`config.mk`:
```
export PLATFORM = sky130hd
export DESIGN_NAME = ocfr_fault_resp
export DESIGN_NICKNAME = d
export VERILOG_FILES = /design/src/rtl/ocfr_fault_resp.v
export VERILOG_INCLUDE_DIRS = /design/src /design/src/rtl
export SDC_FILE = /design/constraint.sdc
export NUM_CORES = 2
export LEC_CHECK = 0
export BUFFER_PORTS_ARGS = -buffer_cell sky130_fd_sc_hd__buf_2
export CORE_AREA = 5 5 215 217
export DETAILED_ROUTE_END_ITERATION = 16
export DIE_AREA = 0 0 220 222
export PLACE_DENSITY_LB_ADDON = 0.05
export REMOVE_ABC_BUFFERS = 1
export SYNTH_ARGS = -nofsm -noshare
export SYNTH_HDL_FRONTEND = slang
export SYNTH_SLANG_ARGS = --single-unit
export TNS_END_PERCENT = 10
```
`constraint.sdc`:
```
create_clock -name core_clk -period 16.9 [get_ports core_clk]
set_input_delay 2.535 -clock core_clk [delete_from_list [all_inputs] [get_ports core_clk]]
set_output_delay 2.535 -clock core_clk [all_outputs]
set_load 0.01 [all_outputs]
```
`src/rtl/ocfr_map.vh`:
```
`ifndef OCFR_MAP_VH
`define OCFR_MAP_VH

// Command codes of the three settings
`define OCFR_OC_RESP_CODE 8'hE5
`define OCFR_UC_RESP_CODE 8'hE6
`define OCFR_AVG_OC_CODE 8'hE7

// Reset values
`define OCFR_RESP_RST 8'h80
`define OCFR_AVG_OC_RST 16'hDA80

// Response setting fields
`define OCFR_BEHAV_HI 7
`define OCFR_BEHAV_LO 6
`define OCFR_RETRY_HI 5
`define OCFR_RETRY_LO 3
`define OCFR_BEHAV_DISABLE 2'h2
`define OCFR_RETRY_NONE 3'h0
`define OCFR_RETRY_FOREVER 3'h7
`define OCFR_UNUSED_LOW 3'h7

// Linear-11 fields
`define OCFR_EXP_HI 15
`define OCFR_EXP_LO 11
`define OCFR_MANT_HI 10
`define OCFR_MANT_LO 0
// Fraction bits of the current sample scale (1/256 A)
`define OCFR_SAMPLE_FRAC 8

// Output-current status byte bit positions
`define OCFR_STAT_OC_BIT 7
`define OCFR_STAT_UC_BIT 4

// Retry interval
`define OCFR_RETRY_MS 70
`define OCFR_CLK_KHZ 50000
// Retry interval in core clocks, 70 ms at 50 MHz
`define OCFR_RETRY_CYCLES 22'h3567E0

`endif

```
`src/rtl/ocfr_fault_resp.v`:
```
`timescale 1ns/1ps
`include "ocfr_map.vh"

module ocfr_fault_resp #(
   parameter [21:0] RETRY_CYCLES = `OCFR_RETRY_CYCLES
) (
   // Clock and reset
   input wire core_clk,
   input wire sys_rst,
   // Command port from the serial-bus engine
   input wire [7:0] cmdCode,
   input wire cmdWrite,
   input wire cmdRead,
   input wire [15:0] cmdWdata,
   input wire clearFaults,
   output reg [15:0] cmdRdata_q,
   // Per-phase current sampling, bit 0 is phase 0
   input wire [1:0] sampleValid,
   input wire [31:0] sampleValue,
   input wire [1:0] pwmHigh,
   input wire [1:0] blanking,
   input wire [1:0] cycleEnd,
   input wire slopeUp,
   // Fault sources and run conditions
   input wire peakOcFault,
   input wire ucFault,
   input wire controlOn,
   input wire biasOk,
   input wire otherShutdown,
   // Outputs
   output reg alertLineN_q,
   output reg outputEnable_q,
   output reg [7:0] currentStatusByte_q,
   output reg [1:0] phaseOcSeen_q
);

   localparam [1:0] ST_RUN = 2'h0;
   localparam [1:0] ST_HOLD = 2'h1;
   localparam [1:0] ST_WAIT = 2'h2;
   localparam [7:0] RESP_RST = `OCFR_RESP_RST;

   reg [7:3] ocResp_q;
   reg [7:3] ucResp_q;
   reg [15:0] avgOcLimit_q;
   reg ocFlag_q;
   reg ucFlag_q;
   reg [1:0] state_q;
   reg [1:0] state_d;
   reg [21:0] retryCnt_q;
   reg [23:0] accSum_q [0:1];
   reg [7:0] accCnt_q [0:1];
   wire [1:0] avgTrip;

   wire ocEvent;
   wire ocFlag_d;
   wire ucFlag_d;
   wire stopRun;
   wire [4:0] expField;
   wire signed [5:0] shiftAmt;
   wire signed [10:0] mantField;
   wire signed [31:0] mantWide;
   wire shiftBig;
   reg signed [31:0] limitQ8;

   // Threshold decode into 1/256 A units
   assign expField = avgOcLimit_q[`OCFR_EXP_HI:`OCFR_EXP_LO];
   assign mantField = avgOcLimit_q[`OCFR_MANT_HI:`OCFR_MANT_LO];
   assign mantWide = {{21{mantField[10]}}, mantField};
   assign shiftAmt = $signed({expField[4], expField}) +
      $signed(6'h08);
   // Exponents that would overflow the product are pinned
   assign shiftBig = ~shiftAmt[5] && (shiftAmt[4:0] > 5'h15);

   // Scaled limit, saturated at the sum range for shifts above 21
   always @* begin
      if (shiftAmt[5]) begin
         limitQ8 = mantWide >>> (-shiftAmt);
      end else if (shiftBig) begin
         limitQ8 = mantField[10] ? 32'hFF800000 : 32'h007FFFFF;
      end else begin
         limitQ8 = mantWide <<< shiftAmt;
      end
   end

   // Per-phase averaging over the sensed interval
   genvar ph;
   generate
      for (ph = 0; ph < 2; ph = ph + 1) begin : g_phase
         wire inWin;
         wire take;
         wire signed [15:0] smp;
         wire signed [23:0] smpWide;
         wire signed [23:0] sumNow;
         wire signed [39:0] lhs;
         wire signed [39:0] rhs;
         // Sense window: D when up-slope, 1-D when down-slope
         assign inWin = (slopeUp ? pwmHigh[ph] : ~pwmHigh[ph]) &
            ~blanking[ph];
         // Full count freezes the sums rather than wrapping
         assign take = sampleValid[ph] && inWin && (accCnt_q[ph] != 8'hFF);
         assign smp = sampleValue[ph*16+15:ph*16];
         assign smpWide = {{8{smp[15]}}, smp};
         assign sumNow = accSum_q[ph];
         // Average above limit tested as sum > limit * count
         assign lhs = {{16{sumNow[23]}}, sumNow};
         assign rhs = limitQ8 * $signed({32'h0, accCnt_q[ph]});

         // Compare once per cycle, only when samples were taken
         assign avgTrip[ph] = cycleEnd[ph] && (accCnt_q[ph] != 8'h00) &&
            (lhs > rhs);

         // Accumulate qualified samples, restart each cycle
         always @(posedge core_clk) begin
            if (sys_rst) begin
               accSum_q[ph] <= 24'h000000;
               accCnt_q[ph] <= 8'h00;
            end else if (cycleEnd[ph]) begin
               accSum_q[ph] <= 24'h000000;
               accCnt_q[ph] <= 8'h00;
            end else if (take) begin
               accSum_q[ph] <= accSum_q[ph] + smpWide;
               accCnt_q[ph] <= accCnt_q[ph] + 8'h01;
            end
         end
      end
   endgenerate

   // Peak and average overcurrent merge into one event
   assign ocEvent = peakOcFault | (|avgTrip);

   // Sticky flags; a new event wins over the clear
   assign ocFlag_d = ocEvent | (ocFlag_q & ~clearFaults);
   assign ucFlag_d = ucFault | (ucFlag_q & ~clearFaults);

   // Sticky fault flags
   always @(posedge core_clk) begin
      if (sys_rst) begin
         ocFlag_q <= 1'b0;
         ucFlag_q <= 1'b0;
      end else begin
         ocFlag_q <= ocFlag_d;
         ucFlag_q <= ucFlag_d;
      end
   end

   // Alert line and status byte, registered from the next flags
   always @(posedge core_clk) begin
      if (sys_rst) begin
         alertLineN_q <= 1'b1;
         currentStatusByte_q <= 8'h00;
      end else begin
         alertLineN_q <= ~(ocFlag_d | ucFlag_d);
         currentStatusByte_q <= 8'h00;
         currentStatusByte_q[`OCFR_STAT_OC_BIT] <= ocFlag_d;
         currentStatusByte_q[`OCFR_STAT_UC_BIT] <= ucFlag_d;
      end
   end

   // Per-phase average trip record, cleared with the flags
   always @(posedge core_clk) begin
      if (sys_rst) begin
         phaseOcSeen_q <= 2'h0;
      end else begin
         phaseOcSeen_q <= avgTrip | (phaseOcSeen_q &
            {2{~clearFaults}});
      end
   end

   // Settings write port
   always @(posedge core_clk) begin
      if (sys_rst) begin
         ocResp_q <= RESP_RST[7:3];
         ucResp_q <= RESP_RST[7:3];
         avgOcLimit_q <= `OCFR_AVG_OC_RST;
      end else if (cmdWrite) begin
         case (cmdCode)
            `OCFR_OC_RESP_CODE: begin
               ocResp_q <= cmdWdata[7:3]; // Low bits ignored
            end
            `OCFR_UC_RESP_CODE: begin
               ucResp_q <= cmdWdata[7:3]; // Low bits ignored
            end
            `OCFR_AVG_OC_CODE: begin
               avgOcLimit_q <= cmdWdata;
            end
            default: ;
         endcase
      end
   end

   // Read port; low bits of a response read 111
   always @(posedge core_clk) begin
      if (sys_rst) begin
         cmdRdata_q <= 16'h0000;
      end else if (cmdRead) begin
         case (cmdCode)
            `OCFR_OC_RESP_CODE:
               cmdRdata_q <= {8'h00, ocResp_q, `OCFR_UNUSED_LOW};
            `OCFR_UC_RESP_CODE:
               cmdRdata_q <= {8'h00, ucResp_q, `OCFR_UNUSED_LOW};
            `OCFR_AVG_OC_CODE: cmdRdata_q <= avgOcLimit_q;
            default: cmdRdata_q <= 16'h0000;
         endcase
      end
   end

   // Response decode for each fault source
   wire ocAct;
   wire ucAct;
   wire ocForever;
   wire ucForever;
   wire anyAct;
   wire allForever;
   assign ocAct = ocEvent && (ocResp_q[`OCFR_BEHAV_HI:`OCFR_BEHAV_LO] ==
      `OCFR_BEHAV_DISABLE);
   assign ucAct = ucFault && (ucResp_q[`OCFR_BEHAV_HI:`OCFR_BEHAV_LO] ==
      `OCFR_BEHAV_DISABLE);
   assign ocForever = ocResp_q[`OCFR_RETRY_HI:`OCFR_RETRY_LO] ==
      `OCFR_RETRY_FOREVER;
   assign ucForever = ucResp_q[`OCFR_RETRY_HI:`OCFR_RETRY_LO] ==
      `OCFR_RETRY_FOREVER;
   assign anyAct = ocAct | ucAct;
   // Any acting source without endless retry forces a hold
   assign allForever = (~ocAct | ocForever) & (~ucAct | ucForever);
   assign stopRun = ~controlOn | ~biasOk | otherShutdown;

   // Shutdown and restart sequencer
   always @* begin
      state_d = state_q;
      case (state_q)
         ST_RUN: begin
            if (anyAct) begin
               state_d = allForever ? ST_WAIT : ST_HOLD;
            end
         end
         ST_HOLD: begin
            if (clearFaults && !anyAct) begin
               state_d = ST_RUN;
            end
         end
         ST_WAIT: begin
            if (stopRun || (anyAct && !allForever)) begin
               state_d = ST_HOLD;
            end else if (anyAct) begin
               state_d = ST_WAIT;
            end else if (retryCnt_q == 22'h000001) begin
               state_d = ST_RUN;
            end
         end
         default: state_d = ST_HOLD;
      endcase
   end

   // Sequencer state
   always @(posedge core_clk) begin
      if (sys_rst) begin
         state_q <= ST_RUN;
      end else begin
         state_q <= state_d;
      end
   end

   // Retry timer, reloaded on every entry or new fault
   always @(posedge core_clk) begin
      if (sys_rst) begin
         retryCnt_q <= 22'h000000;
      end else if (state_d == ST_WAIT &&
                   (state_q != ST_WAIT || anyAct)) begin
         retryCnt_q <= RETRY_CYCLES;
      end else if (retryCnt_q != 22'h000000) begin
         retryCnt_q <= retryCnt_q - 22'h000001;
      end
   end

   // Output runs only in RUN and while every run condition holds
   always @(posedge core_clk) begin
      if (sys_rst) begin
         outputEnable_q <= 1'b0;
      end else begin
         outputEnable_q <= (state_d == ST_RUN) && controlOn &&
            biasOk && !otherShutdown;
      end
   end

endmodule

```
==> impl_summary.md <==
Critical path
In this run the critical register-to-register path is captured at retryCnt_q[9]$_SDFFE_PP0P_. STA puts the critical path data arrival time at roughly 13 ns. The master of the slowest instance on the critical path is nor2b_1. STA puts the critical path data required time at 17.31 ns.

In this run the critical register-to-register path is launched from avgOcLimit_q[14]$_SDFFE_PP1P_. The timing endpoint of the critical path is retryCnt_q[9]$_SDFFE_PP0P_. For flop-to-flop paths, the worst setup slack is approximately 4.6 ns. The worst setup path is launched from a flop. On the worst path, the slowest cell contributes a delay of 1.00 ns. The worst setup path is captured at a flop. Of all nets on the critical path, the largest fanout is 19. The depth of the worst register-to-register path is 36.

The critical path starts at avgOcLimit_q[14]$_SDFFE_PP1P_. By startpoint and endpoint, the worst setup path is classified as reg -> reg.

Logic synthesis
Sorting the synthesized cells by how often they occur yields inv_1, fa_1, nand2_1, and2_1, ha_1. The sequential area share after synthesis is 0.1188. Yosys printed 0 warnings.

Among all cell types in the netlist, the one instantiated most often is inv_1. The number of distinct library cells after synthesis is 77. The cell type contributing the most total cell area after synthesis is fa_1.

For this run, the leading register cell type out of synthesis is dfxtp_1. The mapped cell area is 28,310 sq um. By area the synthesized netlist is led by fa_1, ha_1, inv_1. Counting flops with an async set or reset pin after synthesis yields a share of 0. The average size of a mapped cell is approximately 8.4 sq um. The share of synthesized area in the top cell type comes to 0.2787. In the synthesized netlist, the number of instances is approximately 3,400. The flip-flop and latch count after synthesis is ~140. The number of enable flip-flop cells after synthesis is 64.

Detailed routing
The final wirelength is approximately 72,000 um. The average wire per standard cell is 17.98 um. Wire segments on met3 add up to 3983 um in the final route. The first detailed-routing pass took 7 iterations. In this run the remaining antenna-violating nets after routing total 0. In the final routing, the length of wire on met1 measures 30,270 um. The amount of wire on met2 after detailed routing is between 30,000 and 40,000 um. The topmost layer with routed signal wires is met4.

The detailed router placed 22,950 vias in this run. The post-route DRC violation count is 0. The post-detailed-route via-to-cell ratio is 5.768. In this run, the number of DRC markers left after iteration 0 of detailed routing was 1,343.

Clock network
The buffer count from post-CTS setup fixing is 0. The H-tree was split into 4 levels. The number of gates resized after CTS was 0. The number of buffers on the longest clock path is 2. The cell sitting at the root of the clock tree is a clkbuf_16. The CTS buffer count is 17. Clock tree synthesis found a total of 136 sinks.

TritonCTS built the clock tree. The clock reaches the later pin of the worst-skew pair after 0.50 ns. After clock tree synthesis, the clock-pin slew on the worst setup and hold paths is 0.09 ns. The number of buffers added to fix hold violations after cts is 0.

GRT
Entering global routing, the biggest net connects 74 pins. The first-pass GRT wire length is 120,700 um. In the global route stage, overall resource usage came out at 0.3040. Summed over all layers, the global routing overflow is 0. The via count of the first global-routing pass is 24,250. The initial antenna violation count is 2.

Pwr
The highest ir drop seen on vdd is 0.1005 mV. The areal power density over the cells is 38.93 nW/um^2. The leakage power is 15.23 nW.

Status
The flow ran to the end, and the final reports show no timing, DRC or antenna violations.

Final layout
After filler insertion, the fill cell instance count of the layout stands at 3,677. In the final layout, the share of cells above drive strength 1 is 0.06145. The area growth from synthesis to layout is 5.424%. The total number of nets in the final design is 4,136.

STA
Setup total negative slack on the finished layout was measured at 0 ns. The max-slew violation total from the final report was 0. In this run the tightest slew margin relative to its limit is 0.1196.

The slew at the pin closest to its max-slew limit is 1.321 ns. The worst path in the final design needs a cycle of 12.28 ns, including I/O delays and setup. The final setup slack of the worst path is 4.616 ns. The worst clock skew on the final layout is 0.02716 ns. Setup repair after global routing left no endpoint under its margin. The number of setup violations in the final report is 0. The final hold violation count is 0.

The highest clock rate is 81.41 MHz. Of the available clock period, the critical path in the final layout requires 0.7269.

Floorplan
The height of the chip is 222 um. During I/O placement, the number of pins put on the boundary was 103. The initial utilization of the core area, before any placement, comes to 0.6443. The horizontal extent of the die is 220 um. The site row count is 77.

The core outline area is 43,930 sq um. The floorplan step defined a die boundary enclosing 48,840 sq um.

Placement
Routability-driven placement finished with a final weighted congestion of 0.9457. Prior to clock tree synthesis, the placed netlist has a worst setup slack of 4.740 ns. Detailed placement finished with a half-perimeter wire length of roughly 56,000 um. During placement, the flow inserted port buffers numbering between 90 and 100.

Worst hold path
The path class of the tightest hold or removal check is reg -> reg.

Job
Max-cap violations in this run came to 0.
## worst min path at each step
stage | startpoint | end | slack, ns | cells past startpoint
after floorplan | retryCnt_q[15]$_SDFFE_PP0P_ | retryCnt_q[15]$_SDFFE_PP0P_ | 0.45 | 2
after global placement | cmdRdata_q[1]$_SDFFE_PP0P_ | cmdRdata_q[1]$_SDFFE_PP0P_ | 0.46 | 2
after detailed placement | phaseOcSeen_q[1]$_SDFF_PP0_ | phaseOcSeen_q[1]$_SDFF_PP0_ | 0.45 | 2
final | cmdRdata_q[2]$_SDFFE_PP0P_ | cmdRdata_q[2]$_SDFFE_PP0P_ | 0.47 | 2
after global routing | cmdRdata_q[2]$_SDFFE_PP0P_ | cmdRdata_q[2]$_SDFFE_PP0P_ | 0.49 | 2
after CTS | cmdRdata_q[2]$_SDFFE_PP0P_ | cmdRdata_q[2]$_SDFFE_PP0P_ | 0.47 | 2
## power breakdown
part | internal, mW | leakage (nW) | switching [mW]
Clock | 0.197 | 0.280 | 0.191
Sequential | 0.375 | 1.30 | 0.0315
Combinational | 0.151 | 13.6 | 0.217
Total | 0.722 | 15.2 | 0.439
## state kept, by name, indices dropped and copies added, names as in the netlist
name	count
accCnt_q	16
ucResp_q	5
state_q	2
phaseOcSeen_q	2
currentStatusByte_q	1
alertLineN_q	1
avgOcLimit_q	16
ocResp_q	5
retryCnt_q	22
outputEnable_q	1
accSum_q	48
cmdRdata_q	16
ocFlag_q	1
## layer usage
layer,global-route usage,up-vias
li1,-,10820
met4,0.1015,0
met1,0.3994,11310
met3,0.04684,126
met5,0,-
met2,0.5152,692
## per-stage QoR
step | utilization | power, mW | instances | hold WS [ns] | cell area (sq um)
global placement | 0.6660 | 0.7586 | 3945 | 0.4586 | 29260
floorplan | - | 0.6736 | 3215 | 0.4513 | 27720
global route | 0.6792 | 1.235 | 3977 | 0.4936 | 29840
detailed placement | 0.6660 | 0.7756 | 3945 | 0.4547 | 29260
CTS | 0.6792 | 1.167 | 3977 | 0.4712 | 29840
finish | 0.6793 | 1.162 | 3978 | 0.4682 | 29840
## cells by family (layout without fill, tap and decap cells)
group | count (synthesis) | count (layout) | synth area share
AO/OA/AOI/OAI | 510 | 510 | 0.1139
XOR/XNOR | 148 | 148 | 0.04579
adder cells (fa/ha/maj) | 689 | 689 | 0.4091
buffers and inverters | 706 | 725 | 0.09495
flip-flops | 136 | 136 | 0.1188
multiplexers | 44 | 44 | 0.01857
other | 1 | 7 | 0.0001325
AND/OR/NAND/NOR | 1127 | 1127 | 0.1988
## cell type report
| cell class | count | area (sq um) | area share |
|---|---|---|---|
| flip-flops and latches | 136 | 3363 | 0.1127 |
| clock buffers | 17 | 425.4 | 0.01426 |
| well taps | 592 | 740.7 | 0.02482 |
| diodes | 1 | 2.502 | 0.00008386 |
| repair buffers | 138 | 795.8 | 0.02667 |
| inverters | 555 | 2083 | 0.06981 |
| clock inverters | 15 | 156.4 | 0.005241 |
| multi-input cells | 2524 | 22270 | 0.7464 |
## layout by cell type (no fill, tap or decap), drive strengths merged, types with 6 or more instances in the layout
| master | n |
|---|---|
| conb | 6 |
| dfxtp | 72 |
| nor4 | 9 |
| and3 | 22 |
| o21a | 14 |
| xnor2 | 76 |
| mux2i | 24 |
| nand2b | 20 |
| nand3 | 51 |
| nor2b | 43 |
| a21oi | 194 |
| o21ai | 92 |
| a21o | 58 |
| ha | 295 |
| o31ai | 10 |
| nand4 | 24 |
| a221oi | 6 |
| fa | 394 |
| inv | 564 |
| a21boi | 6 |
| clkbuf | 17 |
| edfxtp | 64 |
| a211oi | 23 |
| nor2 | 189 |
| a211o | 11 |
| and2 | 315 |
| o21bai | 17 |
| or3 | 19 |
| xor2 | 72 |
| mux2 | 15 |
| nand2 | 349 |
| nor3 | 53 |
| buf | 138 |
| or4 | 7 |
| nor3b | 6 |
| o211ai | 13 |
| a31oi | 13 |
## worst max-delay path: cells and delay by family (launching register included)
kind / cells / cell delay [ns]
buf+inv: 4 / 0.34
flops: 1 / 0.33
compound gates: 14 / 4.76
fa+ha+maj: 7 / 3.43
mux: 1 / 0.40
xor+xnor: 1 / 0.11
simple gates: 9 / 2.79
No activity file was read; power rests on OpenSTA's default activity.
